==> src/core/bwd_pkg.sv <==
// constants and types shared by the breakpoint and watchpoint debug unit
`default_nettype none
package bwd_pkg;
   localparam int unsigned N_UNIT = 4;
   localparam int unsigned N_THR = 8;
   localparam int unsigned N_SCR = 8;
   localparam int unsigned ADDR_W = 10;
   localparam int unsigned THR_W = 3;
   localparam int unsigned CLK_MHZ = 125;

   // register indices; byte address is four times the index
   localparam logic [7:0] IDX_SAVED_PC = 8'h11;
   localparam logic [7:0] IDX_SAVED_SP = 8'h12;
   localparam logic [7:0] IDX_RR_THREAD = 8'h13;
   localparam logic [7:0] IDX_RR_INDEX = 8'h14;
   localparam logic [7:0] IDX_CAUSE = 8'h15;
   localparam logic [7:0] IDX_ENTRY_DATA = 8'h16;
   localparam logic [7:0] IDX_STOP_VEC = 8'h18;
   localparam logic [7:0] IDX_SCRATCH = 8'h20;
   localparam logic [7:0] IDX_CODE_ADDR = 8'h30;
   localparam logic [7:0] IDX_CODE_CTL = 8'h40;
   localparam logic [7:0] IDX_DW_ADDR_A = 8'h50;
   localparam logic [7:0] IDX_DW_ADDR_B = 8'h60;
   localparam logic [7:0] IDX_DW_CTL = 8'h70;
   localparam logic [7:0] IDX_RW_MASK = 8'h80;
   localparam logic [7:0] IDX_RW_VALUE = 8'h90;
   localparam logic [7:0] IDX_RW_CTL = 8'h9C;

   // control word fields
   localparam int unsigned CTL_EN_BIT = 0;
   localparam int unsigned CTL_SEL_BIT = 1;
   localparam int unsigned CTL_LOAD_BIT = 2;
   localparam int unsigned CTL_THR_LSB = 16;
   localparam logic [31:0] CODE_CTL_MASK = 32'h00ff_0003;
   localparam logic [31:0] DW_CTL_MASK = 32'h00ff_0007;
   localparam logic [31:0] RW_CTL_MASK = 32'h00ff_0003;
   localparam logic [31:0] CTL_RESET = 32'h0000_0000;
   localparam logic [31:0] WORD_RESET = 32'h0000_0000;

   // cause register fields and remote read index width
   localparam int unsigned CAUSE_KIND_LSB = 0;
   localparam int unsigned CAUSE_THR_LSB = 8;
   localparam int unsigned CAUSE_IDX_LSB = 16;
   localparam int unsigned RR_INDEX_W = 5;

   typedef enum logic [2:0] {
      BWD_CAUSE_NONE = 3'b000,
      BWD_CAUSE_HOST = 3'b001,
      BWD_CAUSE_CALL = 3'b010,
      BWD_CAUSE_CODE = 3'b011,
      BWD_CAUSE_DATA = 3'b100,
      BWD_CAUSE_RES = 3'b101
   } bwd_cause_t;

   typedef enum logic [0:0] {
      BWD_ST_RUN = 1'b0,
      BWD_ST_DEBUG = 1'b1
   } bwd_state_t;

   typedef enum logic [1:0] {
      BWD_KIND_CODE = 2'b00,
      BWD_KIND_DATA = 2'b01,
      BWD_KIND_RES = 2'b10
   } bwd_kind_t;
endpackage
`default_nettype wire

==> src/core/bwd_top.sv <==
// breakpoint, watchpoint and debug entry capture unit with register port
`default_nettype none
module bwd_top (
   input wire logic clk,
   input wire logic rst_b,
   input wire logic [bwd_pkg::ADDR_W-1:0] reg_addr,
   input wire logic [31:0] reg_wdata,
   input wire logic reg_wr,
   input wire logic reg_rd,
   output logic [31:0] reg_rdata_q,
   input wire logic [31:0] ctx_pc,
   input wire logic [31:0] ctx_sp,
   input wire logic host_dbg_req,
   input wire logic debug_call_instruction_valid,
   input wire logic [bwd_pkg::THR_W-1:0] debug_call_instruction_thread,
   input wire logic pc_valid,
   input wire logic [31:0] pc_value,
   input wire logic [bwd_pkg::THR_W-1:0] pc_thread,
   input wire logic mem_valid,
   input wire logic [31:0] mem_addr,
   input wire logic mem_load,
   input wire logic [bwd_pkg::THR_W-1:0] mem_thread,
   input wire logic res_valid,
   input wire logic [31:0] res_id,
   input wire logic [bwd_pkg::THR_W-1:0] res_thread,
   input wire logic debug_return,
   output logic debug_enter_q,
   output logic debug_mode_q,
   output logic [bwd_pkg::N_THR-1:0] thread_hold_q,
   output logic [7:0] rr_thread_q,
   output logic [bwd_pkg::RR_INDEX_W-1:0] rr_index_q
);
   // true when idx names slot 'slot' of the bank starting at 'base'
   function automatic logic at_reg(input logic [7:0] idx,
                                   input logic [7:0] base,
                                   input logic [2:0] slot);
      return idx == (base + {5'h00, slot});
   endfunction

   // true when idx falls in a bank of four or eight at 'base'
   function automatic logic in_bank(input logic [7:0] idx,
                                    input logic [7:0] base,
                                    input logic wide);
      return wide ? (idx[7:3] == base[7:3]) : (idx[7:2] == base[7:2]);
   endfunction

   // lowest set bit of a four-wide hit vector
   function automatic logic [1:0] first_hit(input logic [3:0] h);
      return h[0] ? 2'd0 : (h[1] ? 2'd1 : (h[2] ? 2'd2 : 2'd3));
   endfunction

   logic [7:0] idx;
   assign idx = reg_addr[9:2];

   bwd_pkg::bwd_state_t state_q;
   bwd_pkg::bwd_state_t state_d;

   logic [31:0] saved_pc_q;
   logic [31:0] saved_sp_q;
   logic [2:0] cause_q;
   logic [1:0] cause_idx_q;
   logic [7:0] cause_thr_q;
   logic [31:0] entry_data_q;
   logic [bwd_pkg::N_THR-1:0] stop_vec_q;
   logic [31:0] scratch_q [bwd_pkg::N_SCR];
   logic [31:0] code_addr_q [bwd_pkg::N_UNIT];
   logic [31:0] code_ctl_q [bwd_pkg::N_UNIT];
   logic [31:0] dw_addr_a_q [bwd_pkg::N_UNIT];
   logic [31:0] dw_addr_b_q [bwd_pkg::N_UNIT];
   logic [31:0] dw_ctl_q [bwd_pkg::N_UNIT];
   logic [31:0] rw_mask_q [bwd_pkg::N_UNIT];
   logic [31:0] rw_value_q [bwd_pkg::N_UNIT];
   logic [31:0] rw_ctl_q [bwd_pkg::N_UNIT];

   logic [3:0] code_hit;
   logic [3:0] data_hit;
   logic [3:0] res_hit;

   // scratch words: single storage, also what the tile side would see
   genvar s;
   generate
      for (s = 0; s < bwd_pkg::N_SCR; s++) begin : g_scr
         always_ff @(posedge clk or negedge rst_b) begin
            if (!rst_b) begin
               scratch_q[s] <= bwd_pkg::WORD_RESET;
            end else if (reg_wr
                         && at_reg(idx, bwd_pkg::IDX_SCRATCH, 3'(s))) begin
               scratch_q[s] <= reg_wdata;
            end
         end
      end
   endgenerate

   genvar g;
   generate
      for (g = 0; g < bwd_pkg::N_UNIT; g++) begin : g_unit
         always_ff @(posedge clk or negedge rst_b) begin
            if (!rst_b) begin
               code_addr_q[g] <= bwd_pkg::WORD_RESET;
               code_ctl_q[g] <= bwd_pkg::CTL_RESET;
               dw_addr_a_q[g] <= bwd_pkg::WORD_RESET;
               dw_addr_b_q[g] <= bwd_pkg::WORD_RESET;
               dw_ctl_q[g] <= bwd_pkg::CTL_RESET;
               rw_mask_q[g] <= bwd_pkg::WORD_RESET;
               rw_value_q[g] <= bwd_pkg::WORD_RESET;
               rw_ctl_q[g] <= bwd_pkg::CTL_RESET;
            end else if (reg_wr) begin
               if (at_reg(idx, bwd_pkg::IDX_CODE_ADDR, 3'(g))) begin
                  code_addr_q[g] <= reg_wdata;
               end
               if (at_reg(idx, bwd_pkg::IDX_CODE_CTL, 3'(g))) begin
                  code_ctl_q[g] <= reg_wdata & bwd_pkg::CODE_CTL_MASK;
               end
               if (at_reg(idx, bwd_pkg::IDX_DW_ADDR_A, 3'(g))) begin
                  dw_addr_a_q[g] <= reg_wdata;
               end
               if (at_reg(idx, bwd_pkg::IDX_DW_ADDR_B, 3'(g))) begin
                  dw_addr_b_q[g] <= reg_wdata;
               end
               if (at_reg(idx, bwd_pkg::IDX_DW_CTL, 3'(g))) begin
                  dw_ctl_q[g] <= reg_wdata & bwd_pkg::DW_CTL_MASK;
               end
               if (at_reg(idx, bwd_pkg::IDX_RW_MASK, 3'(g))) begin
                  rw_mask_q[g] <= reg_wdata;
               end
               if (at_reg(idx, bwd_pkg::IDX_RW_VALUE, 3'(g))) begin
                  rw_value_q[g] <= reg_wdata;
               end
               if (at_reg(idx, bwd_pkg::IDX_RW_CTL, 3'(g))) begin
                  rw_ctl_q[g] <= reg_wdata & bwd_pkg::RW_CTL_MASK;
               end
            end
         end

         bwd_unit #(
            .KIND(bwd_pkg::BWD_KIND_CODE)
         ) u_code (
            .ctl(code_ctl_q[g]),
            .valid(pc_valid),
            .thread(pc_thread),
            .cond_a(pc_value == code_addr_q[g]),
            .cond_b(1'b0),
            .is_load(1'b0),
            .hit(code_hit[g])
         );

         // range form: A is at or above address A, B at or below B
         bwd_unit #(
            .KIND(bwd_pkg::BWD_KIND_DATA)
         ) u_data (
            .ctl(dw_ctl_q[g]),
            .valid(mem_valid),
            .thread(mem_thread),
            .cond_a(mem_addr >= dw_addr_a_q[g]),
            .cond_b(mem_addr <= dw_addr_b_q[g]),
            .is_load(mem_load),
            .hit(data_hit[g])
         );

         bwd_unit #(
            .KIND(bwd_pkg::BWD_KIND_RES)
         ) u_res (
            .ctl(rw_ctl_q[g]),
            .valid(res_valid),
            .thread(res_thread),
            .cond_a(((res_id ^ rw_value_q[g]) & rw_mask_q[g])
                    == 32'h0000_0000),
            .cond_b(((res_id ^ rw_value_q[g]) & rw_mask_q[g])
                    != 32'h0000_0000),
            .is_load(1'b0),
            .hit(res_hit[g])
         );
      end
   endgenerate

   // entry arbitration: host first, then call, code, data, resource
   logic any_event;
   logic enter;
   logic [2:0] cause_sel;
   logic [1:0] idx_sel;
   logic [bwd_pkg::THR_W-1:0] thr_sel;
   logic [7:0] thr_field;
   logic take_data;

   assign any_event = host_dbg_req | debug_call_instruction_valid | (|code_hit)
      | (|data_hit) | (|res_hit);
   // events while already in debug mode are dropped
   assign enter = (state_q == bwd_pkg::BWD_ST_RUN) & any_event;

   assign cause_sel = host_dbg_req ? bwd_pkg::BWD_CAUSE_HOST
      : debug_call_instruction_valid ? bwd_pkg::BWD_CAUSE_CALL
      : (|code_hit) ? bwd_pkg::BWD_CAUSE_CODE
      : (|data_hit) ? bwd_pkg::BWD_CAUSE_DATA
      : bwd_pkg::BWD_CAUSE_RES;

   assign idx_sel = (host_dbg_req | debug_call_instruction_valid) ? 2'd0
      : (|code_hit) ? first_hit(code_hit)
      : (|data_hit) ? first_hit(data_hit)
      : first_hit(res_hit);

   assign thr_sel = debug_call_instruction_valid ? debug_call_instruction_thread
      : (|code_hit) ? pc_thread
      : (|data_hit) ? mem_thread
      : res_thread;
   assign thr_field = host_dbg_req ? 8'h00 : {5'h00, thr_sel};

   assign take_data = ~host_dbg_req & ~debug_call_instruction_valid & ~(|code_hit);

   assign state_d = enter ? bwd_pkg::BWD_ST_DEBUG
      : (debug_return ? bwd_pkg::BWD_ST_RUN : state_q);

   always_ff @(posedge clk or negedge rst_b) begin
      if (!rst_b) begin
         state_q <= bwd_pkg::BWD_ST_RUN;
         debug_mode_q <= 1'b0;
         debug_enter_q <= 1'b0;
         thread_hold_q <= '0;
      end else begin
         state_q <= state_d;
         debug_mode_q <= (state_d == bwd_pkg::BWD_ST_DEBUG);
         debug_enter_q <= enter;
         // hold follows the mode being entered, so all threads are freed in the same cycle as entry
         thread_hold_q <= (state_d == bwd_pkg::BWD_ST_DEBUG)
            ? '0 : stop_vec_q;
      end
   end

   // entry capture wins over a software write in the same cycle
   always_ff @(posedge clk or negedge rst_b) begin
      if (!rst_b) begin
         saved_pc_q <= bwd_pkg::WORD_RESET;
         saved_sp_q <= bwd_pkg::WORD_RESET;
         cause_q <= bwd_pkg::BWD_CAUSE_NONE;
         cause_idx_q <= 2'd0;
         cause_thr_q <= 8'h00;
         entry_data_q <= bwd_pkg::WORD_RESET;
      end else if (enter) begin
         saved_pc_q <= ctx_pc;
         saved_sp_q <= ctx_sp;
         cause_q <= cause_sel;
         cause_idx_q <= idx_sel;
         cause_thr_q <= thr_field;
         if (take_data) begin
            entry_data_q <= (|data_hit) ? mem_addr : res_id;
         end
      end else if (reg_wr) begin
         if (idx == bwd_pkg::IDX_SAVED_PC) begin
            saved_pc_q <= reg_wdata;
         end
         if (idx == bwd_pkg::IDX_SAVED_SP) begin
            saved_sp_q <= reg_wdata;
         end
         if (idx == bwd_pkg::IDX_CAUSE) begin
            cause_q <= reg_wdata[bwd_pkg::CAUSE_KIND_LSB +: 3];
            cause_idx_q <= reg_wdata[bwd_pkg::CAUSE_IDX_LSB +: 2];
            cause_thr_q <= reg_wdata[bwd_pkg::CAUSE_THR_LSB +: 8];
         end
         if (idx == bwd_pkg::IDX_ENTRY_DATA) begin
            entry_data_q <= reg_wdata;
         end
      end
   end

   always_ff @(posedge clk or negedge rst_b) begin
      if (!rst_b) begin
         rr_thread_q <= 8'h00;
         rr_index_q <= '0;
         stop_vec_q <= '0;
      end else if (reg_wr) begin
         if (idx == bwd_pkg::IDX_RR_THREAD) begin
            rr_thread_q <= reg_wdata[7:0];
         end
         if (idx == bwd_pkg::IDX_RR_INDEX) begin
            rr_index_q <= reg_wdata[bwd_pkg::RR_INDEX_W-1:0];
         end
         if (idx == bwd_pkg::IDX_STOP_VEC) begin
            stop_vec_q <= reg_wdata[bwd_pkg::N_THR-1:0];
         end
      end
   end

   // read selection; unmapped indices read as zero
   logic [31:0] cause_word;
   logic [31:0] rd_val;
   logic [1:0] slot4;
   logic [2:0] slot8;

   assign slot4 = idx[1:0];
   assign slot8 = idx[2:0];
   assign cause_word = {14'h0000, cause_idx_q, cause_thr_q,
                        5'h00, cause_q};

   assign rd_val =
      (idx == bwd_pkg::IDX_SAVED_PC) ? saved_pc_q
      : (idx == bwd_pkg::IDX_SAVED_SP) ? saved_sp_q
      : (idx == bwd_pkg::IDX_RR_THREAD) ? {24'h00_0000, rr_thread_q}
      : (idx == bwd_pkg::IDX_RR_INDEX) ? {27'h000_0000, rr_index_q}
      : (idx == bwd_pkg::IDX_CAUSE) ? cause_word
      : (idx == bwd_pkg::IDX_ENTRY_DATA) ? entry_data_q
      : (idx == bwd_pkg::IDX_STOP_VEC) ? {24'h00_0000, stop_vec_q}
      : in_bank(idx, bwd_pkg::IDX_SCRATCH, 1'b1) ? scratch_q[slot8]
      : in_bank(idx, bwd_pkg::IDX_CODE_ADDR, 1'b0) ? code_addr_q[slot4]
      : in_bank(idx, bwd_pkg::IDX_CODE_CTL, 1'b0) ? code_ctl_q[slot4]
      : in_bank(idx, bwd_pkg::IDX_DW_ADDR_A, 1'b0) ? dw_addr_a_q[slot4]
      : in_bank(idx, bwd_pkg::IDX_DW_ADDR_B, 1'b0) ? dw_addr_b_q[slot4]
      : in_bank(idx, bwd_pkg::IDX_DW_CTL, 1'b0) ? dw_ctl_q[slot4]
      : in_bank(idx, bwd_pkg::IDX_RW_MASK, 1'b0) ? rw_mask_q[slot4]
      : in_bank(idx, bwd_pkg::IDX_RW_VALUE, 1'b0) ? rw_value_q[slot4]
      : in_bank(idx, bwd_pkg::IDX_RW_CTL, 1'b0) ? rw_ctl_q[slot4]
      : 32'h0000_0000;

   // data valid only in the cycle after the read strobe
   always_ff @(posedge clk or negedge rst_b) begin
      if (!rst_b) begin
         reg_rdata_q <= 32'h0000_0000;
      end else begin
         reg_rdata_q <= reg_rd ? rd_val : 32'h0000_0000;
      end
   end
endmodule
`default_nettype wire

==> src/core/bwd_unit.sv <==
// one breakpoint or watchpoint trigger, shaped by its control word
`default_nettype none
module bwd_unit #(
   parameter bwd_pkg::bwd_kind_t KIND = bwd_pkg::BWD_KIND_CODE
) (
   input wire logic [31:0] ctl,
   input wire logic valid,
   input wire logic [bwd_pkg::THR_W-1:0] thread,
   input wire logic cond_a,
   input wire logic cond_b,
   input wire logic is_load,
   output logic hit
);
   logic en;
   logic sel;
   logic thr_ok;
   logic match;
   logic [bwd_pkg::N_THR-1:0] thr_en;

   assign en = ctl[bwd_pkg::CTL_EN_BIT];
   assign sel = ctl[bwd_pkg::CTL_SEL_BIT];
   assign thr_en = ctl[bwd_pkg::CTL_THR_LSB +: bwd_pkg::N_THR];
   assign thr_ok = thr_en[thread];

   generate
      if (KIND == bwd_pkg::BWD_KIND_CODE) begin : g_code
         assign match = cond_a ^ sel;
      end else if (KIND == bwd_pkg::BWD_KIND_DATA) begin : g_data
         // stores always qualify; loads only when allowed
         assign match = (sel ? (cond_a | cond_b) : (cond_a & cond_b))
            & (~is_load | ctl[bwd_pkg::CTL_LOAD_BIT]);
      end else begin : g_res
         assign match = sel ? cond_b : cond_a;
      end
   endgenerate

   assign hit = valid & en & thr_ok & match;
endmodule
`default_nettype wire

==> config.mk <==
export PLATFORM = sky130hd
export DESIGN_NAME = bwd_top
export DESIGN_NICKNAME = d
export VERILOG_FILES = /design/src/core/bwd_pkg.sv /design/src/core/bwd_top.sv /design/src/core/bwd_unit.sv
export SDC_FILE = /design/constraint.sdc
export NUM_CORES = 2
export LEC_CHECK = 0
export BUFFER_PORTS_ARGS = -buffer_cell sky130_fd_sc_hd__buf_4
export CAP_MARGIN = 15
export CORE_MARGIN = 4
export CORE_UTILIZATION = 35
export DETAILED_ROUTE_END_ITERATION = 12
export PLACE_DENSITY = 0.54
export SYNTH_ARGS = -nofsm -noshare
export SYNTH_HDL_FRONTEND = slang
export SYNTH_SLANG_ARGS = --single-unit
==> constraint.sdc <==
create_clock -name clk -period 7.3 [get_ports clk]
set_input_delay 0.365 -clock clk [delete_from_list [all_inputs] [get_ports clk]]
set_output_delay 0.365 -clock clk [all_outputs]
set_load 0.02 [all_outputs]
* Word-level counts from Yosys, hierarchy flattened
Cells that the tools add are included.
** Operators by class
- $lt $le $gt $ge :: 13
- Eq/ne operators :: 61
- Mux-type cells :: 119
- Bitwise logic cells :: 78
- Reduce and logical (&&, ||, !) cells :: 63
** Operator list (count)
- 32-bit 2-to-1 mux :: 46
- 32-bit binary-select mux with 2-bit select :: 8
- 32-bit bitwise AND :: 4
- 32-bit == test :: 4
- 8-bit by 7-bit == test with 1-bit output, second input constant :: 16
- 32-bit >= comparator :: 4
- 32-bit <= comparator :: 4
- 32-bit logical NOT :: 4
- 32-bit nonzero test :: 4
- 32-bit XOR :: 4
- 32-bit binary-select mux with 3-bit select :: 1
- 8-bit by 6-bit == test with 1-bit output, second input constant :: 12
- 8-bit == test, second input constant :: 12
- 2-bit AND reduction :: 38
- 8-bit by 5-bit == test with 1-bit output, second input constant :: 7
- 1-bit bitwise AND :: 47
- 1-bit binary-select mux with 3-bit select :: 12
- 8-bit 2-to-1 mux :: 4
- 3-bit 2-to-1 mux :: 10
- 1-bit 2-to-1 mux :: 26
- 6-bit by 5-bit == test with 1-bit output, second input constant :: 4
- 2-bit 2-to-1 mux :: 12
- 6-bit == test, second input constant :: 3
- 3-bit by 4-bit < comparator with 1-bit output, second input constant :: 3
- 14 further kinds :: 45
** Storage, ports and cells
- Register bits after elaboration :: 1192
- Input port bits :: 225
- Output and inout bits :: 55
- Word-level logic and storage cells :: 387

* Logic depth before layout (Yosys ltp)
- Depth in word-level cells :: 21
- Gate-level depth with buffers :: 15
- Gate-level depth less buffers :: 13

* Cells and area by module
Synthesis repeated with hierarchy kept, for this count alone.
** Unflattened totals
- Cells, all modules :: 5242
- Area total of the unflattened synthesis :: 65510.3 um2
** By module, submodules not included
- bwd_top :: instances 1, cells each 5114, area each 64364.2 um2, sequential area each 29828.6 um2
- bwd_unit at g_unit[0].u_code ... :: instances 4, cells each 13, area each 98.8 um2, sequential area each 0.0 um2
- bwd_unit at g_unit[0].u_data ... :: instances 4, cells each 10, area each 97.6 um2, sequential area each 0.0 um2
- bwd_unit at g_unit[0].u_res ... :: instances 4, cells each 9, area each 90.1 um2, sequential area each 0.0 um2

* Least setup slack after synthesis
No wires, ideal clock.
- Path kind :: register to register
- From :: register dw_addr_b_q[27] in the netlist's numbering
- To :: register entry_data_q[16]
- Library setup time :: 0.126 ns
- Arrival time :: 3.403 ns
- Required time :: 7.174 ns
- Path slack :: 3.771 ns
- Cell stages (with the launch flop) :: 16
- Buffers on the path :: 2
- Clock period less this slack :: 3.529 ns
- Cell sequence :: dfrtp_1 > inv_1 > ha_1 > nand3_1 > or4_1 > or3_1 > or2_0 > a21oi_1 > maj3_2 > a21oi_2 > a31o_1 > or4_1 > buf_4 > clkbuf_1 > o21ai_0 > a2bb2oi_2
** Between the ends
- Cells in the longest elaborated chain, start to end :: 11
- Elaborated cells on any way between the ends :: 17
- Those cells by class :: 1 x order compare; 1 x eq/ne; 4 x mux; 7 x bitwise; 4 x reduce/logical
** RTL lines
- start, declared :: line bwd_top.sv:69 : logic [31:0] dw_addr_b_q [bwd_pkg::N_UNIT];
- start signal, assigned by index :: line bwd_top.sv:102 : dw_addr_b_q[g] <= bwd_pkg::WORD_RESET;
- start signal, assigned by index :: line bwd_top.sv:118 : dw_addr_b_q[g] <= reg_wdata;
- 32-bit <= comparator (*) :: line bwd_top.sv:155 : .cond_b(mem_addr <= dw_addr_b_q[g]),
- 1-bit bitwise AND / 1-bit OR (equally long branches) :: line bwd_unit.sv:30 : assign match = (sel ? (cond_a | cond_b) : (cond_a & cond_b))
- 1-bit 2-to-1 mux (*) :: line bwd_unit.sv:30
- 1-bit bitwise AND (*) :: line bwd_unit.sv:31 : & (~is_load | ctl[bwd_pkg::CTL_LOAD_BIT]);
- 1-bit bitwise AND (*) :: line bwd_unit.sv:37 : assign hit = valid & en & thr_ok & match;
- 4-bit OR reduction (*) :: line bwd_top.sv:186, bwd_top.sv:244
- 1-bit OR (2 in series) :: line bwd_top.sv:186 : | (|data_hit) | (|res_hit);
- 1-bit bitwise AND :: line bwd_top.sv:188 : assign enter = (state_q == bwd_pkg::BWD_ST_RUN) & any_event;
- 2-bit by 1-bit != test with 1-bit output (no source line) / 2-bit nonzero test (equally long branches)
- 3-bit AND reduction (no source line)
- end signal, assigned :: line bwd_top.sv:236 : entry_data_q <= bwd_pkg::WORD_RESET;
- end signal, assigned :: line bwd_top.sv:244 : entry_data_q <= (|data_hit) ? mem_addr : res_id;
- end signal, assigned :: line bwd_top.sv:259 : entry_data_q <= reg_wdata;
- end, declared :: line bwd_top.sv:63 : logic [31:0] entry_data_q;
Mark *: on every way between the ends. The rest lies on a longest branch, timed or not. The select of a mux whose other input is x is not followed.
A chain may end at the register's enable or synchronous reset.

* Final worst setup path
- From :: register dw_addr_a_q[17] in the netlist's numbering
- To :: register entry_data_q[30]
** Between the ends
- Cells in the longest elaborated chain, start to end :: 11
- Elaborated cells on any way between the ends :: 17
- Those cells by class :: 1 x order compare; 1 x eq/ne; 4 x mux; 7 x bitwise; 4 x reduce/logical
** RTL lines
- start, declared :: line bwd_top.sv:68 : logic [31:0] dw_addr_a_q [bwd_pkg::N_UNIT];
- start signal, assigned by index :: line bwd_top.sv:101 : dw_addr_a_q[g] <= bwd_pkg::WORD_RESET;
- start signal, assigned by index :: line bwd_top.sv:115 : dw_addr_a_q[g] <= reg_wdata;
- 32-bit >= comparator (*) :: line bwd_top.sv:154 : .cond_a(mem_addr >= dw_addr_a_q[g]),
- 1-bit bitwise AND / 1-bit OR (equally long branches) :: line bwd_unit.sv:30
- 1-bit 2-to-1 mux (*) :: line bwd_unit.sv:30
- 1-bit bitwise AND (*) :: line bwd_unit.sv:31
- 1-bit bitwise AND (*) :: line bwd_unit.sv:37
- 4-bit OR reduction (*) :: line bwd_top.sv:186, bwd_top.sv:244
- 1-bit OR (2 in series) :: line bwd_top.sv:186
- 1-bit bitwise AND :: line bwd_top.sv:188
- 2-bit by 1-bit != test with 1-bit output (no source line) / 2-bit nonzero test (equally long branches)
- 3-bit AND reduction (no source line)
Marked as above.

==> summary.md <==
| Metric | Value |
|---|---|
| Number of synthesized flops with an enable pin | 0 |
| Power per cell area | 227 nW/um^2 |
| Post-synthesis xor/xnor area fraction | 0.0348 |
| Period utilization | 0.725 |
| Area Overhead vs Synth | 15.7% |
| Relative slew slack | 0.168 |
| Final hold violations | 0 |
| Reg clk slew, reported paths | 0.06 ns |
| Setup crit start | dw_addr_a_q[17] |
| Area share of the largest cell type after synthesis | 0.460 |
| Vias in the first global route | 47,170 |
| Post-synth cell types | 76 |
| Top_reg_cell synth | dfrtp_1 |
| First-pass GRT wire length | 349,000 um |
| GR Overflow Total | 0 |
| Layout cells sized above 1 | 0.334 |
| Post-CTS Hold Buffers | 90 |
| Die H | 439 um |
| R2R cell count | 14 |
| Synth Area in Compound Gates | 0.0862 |
| CP Max Fanout | 70 |
| Main combinational cell family by area after synthesis | multiplexers |
| Post-route DRC | 0 |
| Peak VDD IR | 0.265 mV |
| Commonest non-fill, non-tap cell in the layout | dfrtp_1 |
| Fin nets | 5,949 |
| Outcome | finished, final reports clean |
| Antenna violations before repair | 42 |
| CTS tree | done |
| Pre-antenna DRT Iters | 6 |
| Leakage | 35.4 nW |
| Die area | 192,000 um^2 |
| # fillers | 17,371 |
| Clock sinks | 1,192 |
| # setup viols final | 0 |
| Synth Register Bits | 1,192 |
| Worst setup margin | 2.00 ns |
| Post-Syn Nets | 5,772 |
| Worst-Skew Late Latency | 0.80 ns |
| Setup Buffers After CTS | 0 |
| Synth async-reset ratio | 1.00 |
| Commonest cells after routing, fill and taps aside | dfrtp_1, mux2_2, buf_4 |
| H-tree depth reported by CTS | 4 |
| Total GRT Usage | 0.250 |
| GPL Wtd Cong | 0.899 |
| DP HPWL | 172,000 um |
| Biggest area consumer among synthesized cells | dfrtp_1 |
| Unrepaired setup endpoints after global routing | no |
| Multi-input logic area | 32,600 um^2 |
| Worst min-delay path category | primary input to register |
| Avg Inst Size Synth | 12.3 um^2 |
| R2R Path Start | dw_addr_a_q[17] |
| CP Launch Type | register |
| Sequential cell area | 29,800 um^2 |
| PortBufs | 277 |
| Wire length per cell | 30.2 um |
| Die W | 439 um |
| Mux share of post-synthesis cell area | 0.275 |
| Gate Count Post-Synth | 5,291 |
| WHS | 0.0485 ns |
| Final core occ | 0.409 |
| Largest net degree at the start of global routing | 167 |
| Required @ worst endpoint | 7.97 ns |
| F_max | 0.189 GHz |
| Synth Area in Simple Gates | 0.0544 |
| Setup CP Type | register to register |
| Vias/cell | 5.75 |
| Post-place setup slack | 1.92 ns |
| Fin crit period | 5.30 ns |
| Hold Path Cell Cnt | 4 |
| Synth Area in Adders | 0.0495 |
| Sum Neg Setup Slack | 0 ns |
| Max Root-Sink Buffers | 3 |
| Sequential area share after synthesis | 0.460 |
| Mapped cell area | 64,900 um^2 |
| Core area | 184,000 um^2 |
| Root Buffer | clkbuf_16 |
| # resized after CTS | 0 |
| Cell Rows | 157 |
| Max Cap Viol | 0 |
| Hold_sp | res_id[3] |
| Final slew viol count | 0 |
| Initial Util | 0.353 |
| Skew final | 0.0381 ns |
| Remaining antenna violation count | 0 |
| # IOs | 280 |
| Drt initial violations | 4,477 |
| Via count | 46,271 |
| Slew @ Worst Pin | 1.24 ns |
| CTS Buf Count | 140 |
| Synth Warn # | 0 |
| Arrival @ worst endpoint | 5.96 ns |
| Total Wirelength | 243,000 um |
| Area contributors post-synth | dfrtp_1, mux2_2, mux4_2, ha_1, xor2_1 |
| Worst Setup End Kind | register |
[synthesized netlist by cell type, types with 6 or more instances]
| cell type | instances |
|---|---|
| dfrtp_1 | 1192 |
| mux2_2 | 930 |
| nand2_1 | 300 |
| clkbuf_1 | 292 |
| mux4_2 | 278 |
| inv_1 | 269 |
| ha_1 | 256 |
| o21ai_0 | 241 |
| xor2_1 | 224 |
| a21oi_1 | 184 |
| nor2_1 | 153 |
| a22oi_1 | 149 |
| mux2i_1 | 108 |
| nand4_1 | 107 |
| buf_1 | 93 |
| a21o_1 | 53 |
| nand3_1 | 48 |
| nor4_1 | 43 |
| xnor2_1 | 34 |
| a2bb2oi_2 | 31 |
| a22o_1 | 23 |
| buf_2 | 22 |
| o21a_1 | 21 |
| nor3_1 | 20 |
| a211oi_1 | 19 |
| a221oi_1 | 17 |
| nand2b_1 | 14 |
| and2_1 | 13 |
| nor2b_1 | 13 |
| o211ai_1 | 12 |
| a21boi_0 | 9 |
| a222oi_1 | 8 |
| and3_1 | 8 |
| and4_1 | 8 |
| a31oi_1 | 7 |
| o221ai_1 | 7 |
| or3_1 | 7 |
| or4_1 | 7 |
| o22ai_1 | 6 |
[critical path, stage by stage (launching register included)]
cell and delay, ns:
dfrtp_1 0.36, inv_1 0.05, ha_1 0.28, a21oi_1 0.15, o21ai_0 0.19, a221o_1 0.39, a2111oi_0 0.76, o21ai_0 0.23
maj3_2 0.39, a21oi_4 0.28, a31o_4 0.78, or4_1 0.21, buf_4 0.39, nand2_8 0.32, a2bb2oi_2 0.25
[power by group]
group          leakage (nW)  switching [W]  internal, W  total (W)
logic                  17.4        0.00132     0.000960    0.00228
registers              15.6       0.000359      0.00705    0.00741
clock network          2.34        0.00296      0.00436    0.00732
[through the flow]
step,total power [W],cells,cell area (um^2)
detailed placement,0.00974,7700,69400
global placement,0.00969,7699,69400
CTS,0.0171,8036,75000
finish,0.0170,8049,75100
global route,0.0176,8046,75100
floorplan,0.00868,5291,64900
[worst paths after layout]
| kind | endpoint | slack, ns |
|---|---|---|
| min reg2reg | scratch_q[36] | 0.50 |
| min in group asynchronous | dw_addr_a_q[16] | 0.23 |
| min | entry_data_q[3] | 0.05 |
| max reg2reg | entry_data_q[30] | 2.00 |
| max | entry_data_q[30] | 2.00 |
| max in group asynchronous | scratch_q[223] | 5.55 |
[layout make-up]
type                            instances  area share
Timing Repair Buffer                  446      0.0497
Sequential cell                      1192       0.397
Inverter                              271      0.0136
Multi-Input combinational cell       3417       0.434
Clock buffer                          208      0.0553
Tap cell                             2464      0.0411
Antenna cell                           13    0.000433
Clock inverter                         38     0.00812
[logic make-up after synthesis]
family,after synthesis
adders and majority gates,257
and+or+nand+nor,750
DFF,1192
AOI/OAI and AO/OA,836
muxes,1316
buffers and inverters,682
xor gates and xnor gates,258
[metal layers]
metal,up-vias,part of all wire,track usage
met5,-,0.00014,0
met4,6,0.054,0.123
met3,447,0.062,0.0414
met2,1732,0.47,0.402
met1,24375,0.41,0.329
li1,19711,-,-
[state kept, by name, summed over array words and instances (netlist names), 8 cells and up]
signal         cells
entry_data_q      32
rw_ctl_q          40
rr_thread_q        8
code_addr_q      128
thread_hold_q      8
reg_rdata_q       32
dw_addr_a_q      128
code_ctl_q        40
saved_pc_q        32
scratch_q        256
stop_vec_q         8
rw_value_q       128
dw_addr_b_q      128
cause_thr_q        8
saved_sp_q        32
rw_mask_q        128
dw_ctl_q          44
(Power assumes the default switching activity.)
